==> config.mk <==
export PLATFORM = sky130hd
export DESIGN_NAME = ewc_pager
export DESIGN_NICKNAME = d
export VERILOG_FILES = /design/src/hdl/ewc_pkg.sv /design/src/hdl/ewc_buf.sv /design/src/hdl/ewc_pager.sv
export SDC_FILE = /design/constraint.sdc
export NUM_CORES = 1
export LEC_CHECK = 0
export BUFFER_PORTS_ARGS = -buffer_cell sky130_fd_sc_hd__buf_2
export CAP_MARGIN = 15
export CORE_MARGIN = 4
export CORE_UTILIZATION = 63
export DETAILED_ROUTE_END_ITERATION = 16
export PLACE_DENSITY = 0.8
export SLEW_MARGIN = 20
export SYNTH_ARGS = -nofsm -noshare
export SYNTH_HDL_FRONTEND = slang
export SYNTH_SLANG_ARGS = --single-unit
==> constraint.sdc <==
create_clock -name clk_sys_in -period 4.1 [get_ports clk_sys_in]
set_input_delay 0 -clock clk_sys_in [delete_from_list [all_inputs] [get_ports clk_sys_in]]
set_output_delay 0 -clock clk_sys_in [all_outputs]
set_load 0.01 [all_outputs]
==> src/hdl/ewc_pkg.sv <==
package ewc_pkg;
    // cache geometry
    localparam int CACHE_BYTES = 64;
    localparam int PAGE_BYTES = 8;
    localparam int CACHE_PAGES = 8;
    localparam int ADDR_W = 13;
    localparam int PTR_W = 6;
    localparam int OFS_W = 3;
    localparam int PAGE_W = ADDR_W - OFS_W;
    // control byte layout
    localparam logic [3:0] CTRL_CODE = 4'ha;
    localparam int CTRL_CODE_LSB = 4;
    localparam int CTRL_SEL_LSB = 1;
    localparam int CTRL_RW_BIT = 0;
    localparam int ADDR_HI_BITS = ADDR_W - 8;
    localparam logic [3:0] BIT_ACK = 4'h8;
    // write cycle timing
    localparam int CLK_PERIOD_NS = 8;
    localparam int PAGE_WRITE_MS = 5;
    localparam int PAGE_WRITE_CYCLES = PAGE_WRITE_MS * 1000000 / CLK_PERIOD_NS;
    // buffer
    localparam int BUF_DEPTH = 2;
    localparam logic SYNC_RST = 1'b1;
endpackage : ewc_pkg

==> src/hdl/ewc_buf.sv <==
`timescale 1ns/10ps
`default_nettype none
module ewc_buf #(
    parameter int WIDTH = 21,
    parameter int DEPTH = ewc_pkg::BUF_DEPTH
) (
    input wire logic clk_sys_in,
    input wire logic rst_in,
    input wire logic in_valid_in,
    output logic in_ready_out,
    input wire logic [WIDTH-1:0] in_data_in,
    output logic out_valid_out,
    input wire logic out_ready_in,
    output logic [WIDTH-1:0] out_data_out
);
    localparam int AW = (DEPTH > 1) ? $clog2(DEPTH) : 1;

    initial
    begin
        if (DEPTH != 2 ** AW || WIDTH < 1)
            $error("ewc_buf: DEPTH must be a power of two");
    end

    logic [WIDTH-1:0] mem_q [DEPTH];
    logic [AW-1:0] wr_q;
    logic [AW-1:0] rd_q;
    logic [AW:0] cnt_q;
    logic push;
    logic pop;

    assign in_ready_out = (cnt_q != (AW+1)'(DEPTH));
    assign out_valid_out = (cnt_q != '0);
    assign out_data_out = mem_q[rd_q];
    assign push = in_valid_in && in_ready_out;
    assign pop = out_valid_out && out_ready_in;

    always_ff @(posedge clk_sys_in or posedge rst_in)
    begin
        if (rst_in)
        begin
            wr_q <= '0;
            rd_q <= '0;
            cnt_q <= '0;
        end
        else
        begin
            if (push)
                wr_q <= wr_q + 1'b1;
            if (pop)
                rd_q <= rd_q + 1'b1;
            if (push && !pop)
                cnt_q <= cnt_q + 1'b1;
            else if (pop && !push)
                cnt_q <= cnt_q - 1'b1;
        end
    end

    always_ff @(posedge clk_sys_in)
    begin
        if (push)
            mem_q[wr_q] <= in_data_in;
    end
endmodule : ewc_buf
`default_nettype wire

==> src/hdl/ewc_pager.sv <==
// Behaviour
// first data byte of each write goes into cache page 0
// start slot in page 0 equals the three lowest address bits
// a full cache wraps its last bytes into page 0 empty slots
// bytes beyond cache capacity keep wrapping and overwrite older bytes
// on stop, page 0 goes to addressed page, then consecutive pages
// one full timed write cycle per committed page, one after another
// only loaded bytes of a partial page reach the array
// standby once stop seen and all page writes finished
// standby also after aborted transfers once activity ends
// array writes blocked while supply monitor reports low voltage; bytes already in the buffer still reach the array
// respond only when control select bits match the strapped pins
// data line changes only while the clock line is low
// data line only pulled low or released, never driven high
// cache holds sixty-four bytes as eight pages of eight
// no acknowledge or action while a write cycle runs
// each page cycle lasts at most 5 ms, partial pages alike
// page cycle length is a parameterised count of clock cycles
`timescale 1ns/10ps
`default_nettype none
module ewc_pager #(
    parameter int PAGE_CYCLES = ewc_pkg::PAGE_WRITE_CYCLES
) (
    input wire logic clk_sys_in,
    input wire logic rst_in,
    input wire logic scl_in,
    input wire logic sda_in,
    output logic sda_out,
    output logic sda_oe_n_out,
    input wire logic chip_select_bit0,
    input wire logic chip_select_bit1,
    input wire logic chip_select_bit2,
    input wire logic vdd_low_in,
    output logic arr_valid_out,
    input wire logic arr_ready_in,
    output logic [ewc_pkg::ADDR_W-1:0] arr_addr_out,
    output logic [7:0] arr_data_out,
    output logic busy_out,
    output logic standby_out
);
    localparam int TW = $clog2(PAGE_CYCLES + 1);
    localparam int BW = ewc_pkg::ADDR_W + 8;

    initial
    begin
        if (PAGE_CYCLES < 1 || PAGE_CYCLES > ewc_pkg::PAGE_WRITE_CYCLES)
            $error("ewc_pager: PAGE_CYCLES out of range");
    end

    // =========================================================
    // pin synchronisers
    // =========================================================
    logic [5:0] sync1_q;
    logic [5:0] sync2_q;
    logic scl_prev_q;
    logic sda_prev_q;
    logic scl_s;
    logic sda_s;
    logic [2:0] sel_s;
    logic vdd_low_s;

    always_ff @(posedge clk_sys_in or posedge rst_in)
    begin
        if (rst_in)
        begin
            sync1_q <= 6'h03;
            sync2_q <= 6'h03;
            scl_prev_q <= 1'b1;
            sda_prev_q <= 1'b1;
        end
        else
        begin
            sync1_q <= {vdd_low_in, chip_select_bit2, chip_select_bit1,
                        chip_select_bit0, sda_in, scl_in};
            sync2_q <= sync1_q;
            scl_prev_q <= scl_s;
            sda_prev_q <= sda_s;
        end
    end

    assign scl_s = sync2_q[0];
    assign sda_s = sync2_q[1];
    assign sel_s = sync2_q[4:2];
    assign vdd_low_s = sync2_q[5];

    logic scl_rise;
    logic scl_fall;
    logic start_det;
    logic stop_det;
    assign scl_rise = scl_s && !scl_prev_q;
    assign scl_fall = !scl_s && scl_prev_q;
    assign start_det = scl_s && scl_prev_q && sda_prev_q && !sda_s;
    assign stop_det = scl_s && scl_prev_q && !sda_prev_q && sda_s;

    // =========================================================
    // bus receiver
    // =========================================================
    typedef enum logic [2:0] {
        ewc_b_idle, ewc_b_ctrl, ewc_b_addr_hi, ewc_b_addr_lo, ewc_b_data,
        ewc_b_skip
    } ewc_bus_t;

    typedef enum logic [1:0] {ewc_c_idle, ewc_c_push, ewc_c_wait} ewc_com_t;

    ewc_bus_t bus_q;
    ewc_com_t com_q;
    logic [3:0] bit_q;
    logic [7:0] shift_q;
    logic ack_q;
    logic [ewc_pkg::ADDR_W-1:0] addr_q;
    logic [ewc_pkg::PTR_W-1:0] ptr_q;
    logic [7:0] cache_q [ewc_pkg::CACHE_BYTES];
    logic [ewc_pkg::CACHE_BYTES-1:0] loaded_q;
    logic [7:0] byte_in;
    logic ctrl_hit;
    logic byte_done;
    logic busy;

    assign byte_in = shift_q;
    assign byte_done = scl_fall && (bit_q == ewc_pkg::BIT_ACK);
    assign busy = (com_q != ewc_c_idle);
    assign ctrl_hit = !busy && byte_in[ewc_pkg::CTRL_RW_BIT] == 1'b0
        && byte_in[ewc_pkg::CTRL_SEL_LSB +: 3] == sel_s
        && byte_in[ewc_pkg::CTRL_CODE_LSB +: 4]
        == ewc_pkg::CTRL_CODE;

    always_ff @(posedge clk_sys_in or posedge rst_in)
    begin
        if (rst_in)
        begin
            bit_q <= '0;
            shift_q <= '0;
        end
        else if (start_det || stop_det)
            bit_q <= '0;
        else if (scl_rise)
        begin
            if (bit_q == ewc_pkg::BIT_ACK)
                bit_q <= '0;
            else
            begin
                shift_q <= {shift_q[6:0], sda_s};
                bit_q <= bit_q + 4'h1;
            end
        end
    end

    // ack driven from one scl fall to the next
    always_ff @(posedge clk_sys_in or posedge rst_in)
    begin
        if (rst_in)
            ack_q <= 1'b0;
        else if (start_det || stop_det)
            ack_q <= 1'b0;
        else if (scl_fall)
        begin
            if (byte_done)
            begin
                unique case (bus_q)
                    ewc_b_ctrl: ack_q <= ctrl_hit;
                    ewc_b_addr_hi, ewc_b_addr_lo, ewc_b_data: ack_q <= 1'b1;
                    ewc_b_idle, ewc_b_skip: ack_q <= 1'b0;
                endcase
            end
            else
                ack_q <= 1'b0;
        end
    end

    assign sda_out = 1'b0;
    assign sda_oe_n_out = !ack_q;

    always_ff @(posedge clk_sys_in or posedge rst_in)
    begin
        if (rst_in)
            bus_q <= ewc_b_idle;
        else if (start_det)
            bus_q <= ewc_b_ctrl;
        else if (stop_det)
            bus_q <= ewc_b_idle;
        else if (byte_done)
        begin
            unique case (bus_q)
                ewc_b_ctrl: bus_q <= ctrl_hit ? ewc_b_addr_hi : ewc_b_skip;
                ewc_b_addr_hi: bus_q <= ewc_b_addr_lo;
                ewc_b_addr_lo: bus_q <= ewc_b_data;
                ewc_b_data: bus_q <= ewc_b_data;
                ewc_b_idle, ewc_b_skip: bus_q <= ewc_b_skip;
            endcase
        end
    end

    // =========================================================
    // cache load
    // =========================================================
    always_ff @(posedge clk_sys_in or posedge rst_in)
    begin
        if (rst_in)
        begin
            addr_q <= '0;
            ptr_q <= '0;
        end
        else if (byte_done && bus_q == ewc_b_addr_hi)
            addr_q[ewc_pkg::ADDR_W-1:8] <= byte_in[ewc_pkg::ADDR_HI_BITS-1:0];
        else if (byte_done && bus_q == ewc_b_addr_lo)
        begin
            addr_q[7:0] <= byte_in;
            ptr_q <= {3'h0, byte_in[ewc_pkg::OFS_W-1:0]};
        end
        else if (byte_done && bus_q == ewc_b_data)
            ptr_q <= ptr_q + 6'h01;
    end

    always_ff @(posedge clk_sys_in)
    begin
        if (byte_done && bus_q == ewc_b_data)
            cache_q[ptr_q] <= byte_in;
    end

    logic [2:0] page_q;
    logic [2:0] slot_q;
    logic [TW-1:0] timer_q;
    logic page_end;
    logic more_pages;
    logic [ewc_pkg::PTR_W-1:0] rd_idx;
    logic buf_ready;
    logic push_ok;

    assign rd_idx = {page_q, slot_q};
    assign more_pages = (page_q != 3'h7) && (|loaded_q[{page_q + 3'h1, 3'h0} +:
                        ewc_pkg::PAGE_BYTES]);
    assign page_end = (com_q == ewc_c_wait) && (timer_q == '0);
    assign push_ok = !loaded_q[rd_idx] || vdd_low_s || buf_ready;

    always_ff @(posedge clk_sys_in or posedge rst_in)
    begin
        if (rst_in)
            loaded_q <= '0;
        else if (byte_done && bus_q == ewc_b_addr_lo)
            loaded_q <= '0;
        else if (byte_done && bus_q == ewc_b_data)
            loaded_q[ptr_q] <= 1'b1;
        else if (com_q == ewc_c_idle && stop_det && bus_q != ewc_b_data)
            loaded_q <= '0;
        else if (page_end && !more_pages)
            loaded_q <= '0;
    end

    // =========================================================
    // commit engine
    // =========================================================
    always_ff @(posedge clk_sys_in or posedge rst_in)
    begin
        if (rst_in)
        begin
            com_q <= ewc_c_idle;
            page_q <= '0;
            slot_q <= '0;
            timer_q <= '0;
        end
        else
        begin
            unique case (com_q)
                ewc_c_idle:
                begin
                    page_q <= '0;
                    slot_q <= '0;
                    if (stop_det && bus_q == ewc_b_data && |loaded_q)
                        com_q <= ewc_c_push;
                end
                ewc_c_push:
                begin
                    if (push_ok)
                    begin
                        slot_q <= slot_q + 3'h1;
                        if (slot_q == 3'h7)
                        begin
                            com_q <= ewc_c_wait;
                            timer_q <= TW'(PAGE_CYCLES - 1);
                        end
                    end
                end
                ewc_c_wait:
                begin
                    if (timer_q != '0)
                        timer_q <= timer_q - 1'b1;
                    else if (more_pages)
                    begin
                        page_q <= page_q + 3'h1;
                        com_q <= ewc_c_push;
                    end
                    else
                        com_q <= ewc_c_idle;
                end
            endcase
        end
    end

    logic [BW-1:0] buf_in;
    logic [BW-1:0] buf_out;
    logic buf_valid;
    logic [ewc_pkg::PAGE_W-1:0] arr_page;

    assign arr_page = addr_q[ewc_pkg::ADDR_W-1:ewc_pkg::OFS_W]
                      + ewc_pkg::PAGE_W'(page_q);
    assign buf_in = {arr_page, slot_q, cache_q[rd_idx]};
    assign buf_valid = (com_q == ewc_c_push) && loaded_q[rd_idx]
                       && !vdd_low_s;

    ewc_buf #(
        .WIDTH(BW),
        .DEPTH(ewc_pkg::BUF_DEPTH)
    ) u_buf (
        .clk_sys_in(clk_sys_in),
        .rst_in(rst_in),
        .in_valid_in(buf_valid),
        .in_ready_out(buf_ready),
        .in_data_in(buf_in),
        .out_valid_out(arr_valid_out),
        .out_ready_in(arr_ready_in),
        .out_data_out(buf_out)
    );

    assign arr_addr_out = buf_out[BW-1:8];
    assign arr_data_out = buf_out[7:0];
    assign busy_out = busy;
    assign standby_out = !busy && !arr_valid_out
                         && (bus_q == ewc_b_idle);
endmodule : ewc_pager
`default_nettype wire

Word level (Yosys, flattened, before mapping). Memory sizes are Yosys's and may differ from the RTL's. Index checks and enable logic that the tools add are counted.

Register bits: 145. Bits in writable memories: 554. Output and inout bits: 26. Memories kept: 2.

Bitwise logic cells: 5. Mux-type cells: 43. Shift operators: 1. Magnitude comparators: 3. Equal/unequal tests: 20. Reduce and logical (&&, ||, !) cells: 72. $add $sub $neg: 10.

Memories: cache_q (depth 64, width 8, rd ports 1, clocked after Yosys merged registers in 0, wr ports 1, RTL line ewc_pager.sv:112) `logic [7:0] cache_q [ewc_pkg::CACHE_BYTES];`; u_buf.mem_q (depth 2, width 21, rd ports 1, clocked after Yosys merged registers in 0, wr ports 1, RTL line ewc_buf.sv:24) `logic [WIDTH-1:0] mem_q [DEPTH];`.

Operator list (number): $mux 64 (4); $or 64x64->64 (1); $reduce_or 64->1 (1); $shiftx 64x7->8 (1); $mux 20 (3); $pmux 20 s2 (1); $logic_and 1x1->1 (30); $mux 3 (7); $logic_not 20->1 (1); $reduce_bool 20->1 (1); $sub 20x1->20 const B (1); $reduce_bool 2->1 (9); $lt 6x7->1 const B (2); $logic_not 1->1 (12); $mux 2 (6); $mux 4 (3); $mux 6 (2); $pmux 3 s2 (2); $pmux 3 s4 (1); $add 10x3->10 (1); $mux 1 (10); $ne 2x2->1 const B (5); $eq 3x3->1 const B (3); $eq 4x4->1 const B (2); other kinds (30) (45).

Logic depth before layout (Yosys ltp).
Word-level depth: 10. Gate-level depth with buffers: 12. Depth with buffers taken out: 10.

Modules after synthesis. From an unflattened synthesis, not the netlist that was laid out.

Cells, all modules: 1564. Area, all modules: 28406.0 um^2.

By module, submodules not included: ewc_pager (times used 1, area each 26670.6 um^2, seq. area each 18835.6 um^2, cells each 1480); ewc_buf (times used 1, area each 1735.4 um^2, seq. area each 1361.3 um^2, cells each 84).

Worst setup path before layout. OpenSTA, ideal clock, no wires.

Kind: reg2reg. Start: register slot_q[1]. End: memory u_buf.mem_q[0][0], enable pin. Data arrival time: 3047 ps. Path slack: 628 ps. Path buffers: 1. Period minus slack after synthesis: 3472 ps. Stages on the path, launching flop included: 8. Cell sequence: dfrtp_1 > buf_4 > mux4_2 > mux2i_1 > a221oi_1 > a22o_1 > nand3b_1 > nor3_1.

Longest elaborated chain between the ends: 7.

Ends and longest elaborated chain: start, declared (RTL line ewc_pager.sv:221) `logic [2:0] slot_q;`; start signal, assigned (RTL line ewc_pager.sv:275) `slot_q <= slot_q + 3'h1;`; $bmux 1 s6 (RTL line ewc_pager.sv:307) `assign buf_valid = (com_q == ewc_c_push) && loaded_q[rd_idx]`; $mux 1 (not written as such) (RTL line ewc_pager.sv:307); $logic_and 1x1->1 (RTL line ewc_pager.sv:307); $logic_and 1x1->1 (RTL line ewc_pager.sv:308) `&& !vdd_low_s;`; $logic_and 1x1->1 (RTL line ewc_buf.sv:34) `assign push = in_valid_in && in_ready_out;`; $mux 1 (RTL line ewc_buf.sv:60) `if (push)`; $mux 1 (not written as such) (RTL line ewc_buf.sv:61) `mem_q[wr_q] <= in_data_in;`; end, declared (RTL line ewc_buf.sv:24).

No other way between the ends. The select of a mux whose other input is x is not followed.

Worst setup path in the final report.
Start: register bit_q[0]. End: memory cache_q[55][0], enable pin.

Longest elaborated chain between the ends: 5.

Ends and longest elaborated chain: start, declared (RTL line ewc_pager.sv:107) `logic [3:0] bit_q;`; start signal, assigned (RTL line ewc_pager.sv:143) `bit_q <= bit_q + 4'h1;`; $eq 4x4->1 (RTL line ewc_pager.sv:120) `assign byte_done = scl_fall && (bit_q == ewc_pkg::BIT_ACK);`; $logic_and 1x1->1 (RTL line ewc_pager.sv:120); $logic_and 1x1->1 (RTL line ewc_pager.sv:216) `if (byte_done && bus_q == ewc_b_data)`; $mux 1 (RTL line ewc_pager.sv:216); $mux 1 (not written as such) (RTL line ewc_pager.sv:217) `cache_q[ptr_q] <= byte_in;`; end, declared (RTL line ewc_pager.sv:112).

No other way between the ends.

==> out/results.tsv <==
stage	metric	value	unit
synthesis	number of register bits inferred by synthesis	696	
floorplanning	height of the chip	219	um
floorplanning	standard-cell row count	77	
global_route	maximum number of pins on one net before global-route repair	83	
synthesis	proportion of register bits with asynchronous set or reset after synthesis	20.4	%
synthesis	combinational family with the most area after synthesis	multiplexers	
hold_path	path category of the worst min-delay check	input pin to flip-flop	
setup_path	delay of the slowest cell on the worst path	0.99	ns
synthesis	EDFF count, synth	554	
synthesis	sequential area share after synthesis	72.0	%
setup_path	critical path data required time	4.31	ns
sta	post-layout min period	3.70	ns
routing	Detail Route Antenna Nets	0	
outcome	run status	complete, no violations	
floorplanning	Die Area	47900	um2
sta	final-layout setup total negative slack	0	ns
floorplanning	effective utilization at floorplan	63.5	%
clock_tree	number of CTS-inserted buffers	70	
setup_path	cell family with the largest share of critical-path delay	simple AND/OR/NAND/NOR gates	
layout	nets	1617	
setup_path	maximum fanout along the worst path	11	
floorplanning	area inside the core boundary	44100	um2
routing	Wirelength per Cell	29.3	um
routing	drt first pass iters	8	
sta	Max Clock Freq	270	MHz
sta	Tcrit/Tclk final	90.3	%
synthesis	mean post-synth cell area	19.1	um2
layout	growth of design area from synthesis to finish	13.0	%
synthesis	Post-Synth Adder-Cell Area	0.785	%
layout	commonest non-fill, non-tap cells in the layout	sky130_fd_sc_hd__edfxtp_1 (554), sky130_fd_sc_hd__mux4_2 (186), sky130_fd_sc_hd__dfrtp_1 (124)	
routing	routed vias	14873	
sta	number of endpoints failing setup at the final stage	0	
clock_tree	Clock transition at path regs	0.06	ns
sta	final-layout worst hold slack	0.0391	ns
sta	transition at the pin with the smallest max-transition slack	1.09	ns
setup_path	critical path cell sequence	inv_1 > ha_1 > nand3b_1 > nor2_1 > buf_4 > and2_1 > nand4_1 > nor2_1	
sta	worst clock skew on the final layout	0.0264	ns
synthesis	synthesized area	28000	um2
layout	leading cell type in the layout, fill and taps excluded	sky130_fd_sc_hd__edfxtp_1	
global_route	remaining global-route overflow	0	
routing	Detailed Route WL	65.4	mm
synthesis	share of cell area taken by muxes after synthesis	17.0	%
clock_tree	clock net sink count	696	
sta	Hold Vio Cnt, Final	0	
clock_tree	largest buffer count on any clock path	3	
setup_path	critical path's most frequent cell	sky130_fd_sc_hd__nor2_1	
clock_tree	clock tree from TritonCTS	built	
setup_path	worst path buffer plus inverter count	2	
layout	cell area after layout	31700	um2
sta	Final Worst Setup Slack	0.400	ns
placement	placed wire-length estimate	37.8	mm
sta	number of slew-limit violations in the final report	0	
global_route	GRT Overall Usage	28.4	%
placement	placed cell areas	29300	um2
routing	DRT iter0 DRCs	1631	
synthesis	synthesis warning total	0	
setup_path	crit path launch type	flip-flop	
synthesis	area share of xor/xnor cells in the synthesized design	0.687	%
power_and_ir_drop	P per Cell Area	498	nW/um2
placement	worst setup timing slack at the placement stage	0.537	ns
routing	drt via density	6.65	
synthesis	cell count after synthesis	1467	
flow_run	max capacitance violation total	0	
placement	count of input and output buffers	33	
setup_path	arrival time of data at the critical path endpoint	3.91	ns
synthesis	fraction of the mapped netlist area in compound gates	3.63	%
floorplanning	die extent in x	219	um
global_route	vias in the first global route	15302	
setup_path	CP endpoint kind	flip-flop	
floorplanning	Boundary Pins	35	
synthesis	post-synth net total	1493	
synthesis	share of synthesized cell area in and, or, nand and nor gates	4.29	%
routing	remaining design rule violation count	0	
synthesis	count of distinct cell types in the synthesized netlist	63	
global_route	antenna violations before repair	5	
placement	placer's final routability congestion estimate	0.836	
power_and_ir_drop	worst vdd ir	0.000517	V
power_and_ir_drop	Leakage Power	0.0108	uW
sta	unrepaired setup endpoints after global routing	no	
layout	proportion of layout cells with a drive suffix above 1	28.4	%
clock_tree	clock latency of the later-clocked register in the worst-skew pair	0.60	ns
sta	relative slew slack	27.2	%
setup_path	Critical Path Slowest Stage Cell	sky130_fd_sc_hd__nor2_1	
global_route	global-route wire length before repair	99.1	mm
setup_path	Worst Path Class, Setup	flip-flop to flip-flop	
clock_tree	cell chosen for the clock root	sky130_fd_sc_hd__clkbuf_16	
clock_tree	number of levels the H-tree was split into	3	
synthesis	Primary FF master, synth	sky130_fd_sc_hd__edfxtp_1	
layout	post-route core utilization	71.8	%
[cell type report]
cell class / instances / area (um2)
Sequential cell: 696 / 20200
Fill cell: 2581 / 12400
Multi-Input combinational cell: 678 / 7410
Clock buffer: 94 / 1920
Timing Repair Buffer: 122 / 903
Tap cell: 592 / 741
Clock inverter: 30 / 409
Inverter: 23 / 91.3
Antenna cell: 1 / 2.50
[cells in the mapped netlist, drive strengths merged (4+ instances only)]
cell / n / area, um2
nor2: 99 / 372
or2: 4 / 25.0
nor3: 11 / 55.1
nor4: 21 / 131
xnor2: 11 / 96.3
buf: 41 / 248
or3: 6 / 37.5
edfxtp: 554 / 16600
nand3b: 4 / 30.0
nand3: 16 / 80.1
a22o: 4 / 35.0
nor2b: 7 / 43.8
a32o: 4 / 40.0
nand4: 6 / 37.5
mux4: 186 / 4190
clkbuf: 29 / 109
xor2: 11 / 96.3
a21o: 4 / 30.0
mux2i: 11 / 110
and2: 8 / 50.1
dfrtp: 136 / 3400
o21ai: 18 / 90.1
nand2: 55 / 206
o21a: 65 / 488
a21oi: 21 / 109
dfstp: 6 / 158
inv: 22 / 82.6
mux2: 41 / 462
ha: 16 / 200
nand2b: 6 / 37.5
a31oi: 5 / 31.3
[state kept, by name (all words and copies together) (netlist names), 2 cells and up]
signal and count:
sync2_q 6, bus_q 3, page_q 3, ptr_q 6
com_q 2, timer_q 20, sync1_q 6, loaded_q 64
bit_q 4, addr_q 10, byte_in 8, cache_q 512
slot_q 3, u_buf.cnt_q 2, u_buf.mem_q 42
[metrics by stage]
stage / power (uW) / std cells
detailed placement: 9350 / 2103
finish: 15800 / 2236
floorplan: 8860 / 1467
CTS: 15800 / 2235
global placement: 9260 / 2103
global route: 16300 / 2235
[power by group]
group | switching [uW] | internal, uW | leakage (uW)
combinational | 799 | 105 | 0.00283
sequential | 36.2 | 8270 | 0.00685
clock | 2660 | 3930 | 0.00114
[worst reg2reg max path: cells and delay by family, from the launching register on]
family	cells	cell delay, ns
and+or+nand+nor	5	2.47
DFF	1	0.41
buffers and inverters	2	0.28
adders and majority gates	1	0.16
[cells by family after synthesis]
group | Yosys count
flip-flops | 696
AND/OR/NAND/NOR | 255
multiplexers | 238
AO/OA/AOI/OAI | 145
buffers and inverters | 93
XOR/XNOR | 22
adder cells (fa/ha/maj) | 17
other | 1
[final timing paths]
path	start	to	slack [ns]	depth (start not counted)
max in group asynchronous	rst_in	slot_q[1]	2.88	4
min in group asynchronous	rst_in	byte_in[1]	0.10	3
hold / removal	chip_select_bit0	sync1_q[2]	0.04	2
hold reg to reg	sync1_q[2]	sync2_q[2]	0.35	0
setup reg to reg	bit_q[0]	cache_q[55][0]	0.40	8
setup / recovery	bit_q[0]	cache_q[55][0]	0.40	8
[routing by layer]
metal / vias up / part of all wire (%) / wire (um) / track usage [%]
met5: - / 0.061 / 40 / 0
met4: 6 / 3.8 / 2490 / 9.71
met3: 168 / 9.4 / 6120 / 7.60
met2: 777 / 50 / 32400 / 45.2
met1: 7777 / 37 / 24400 / 39.0
li1: 6145 / - / - / -
[repair_timing]
action                                 CTS  global route
endpoints found under the hold margin   89             0
hold buffers                             8             0
setup buffers                            0             0
gates resized for setup                  0             0
Note: power is estimated with default switching activity, not from simulation.
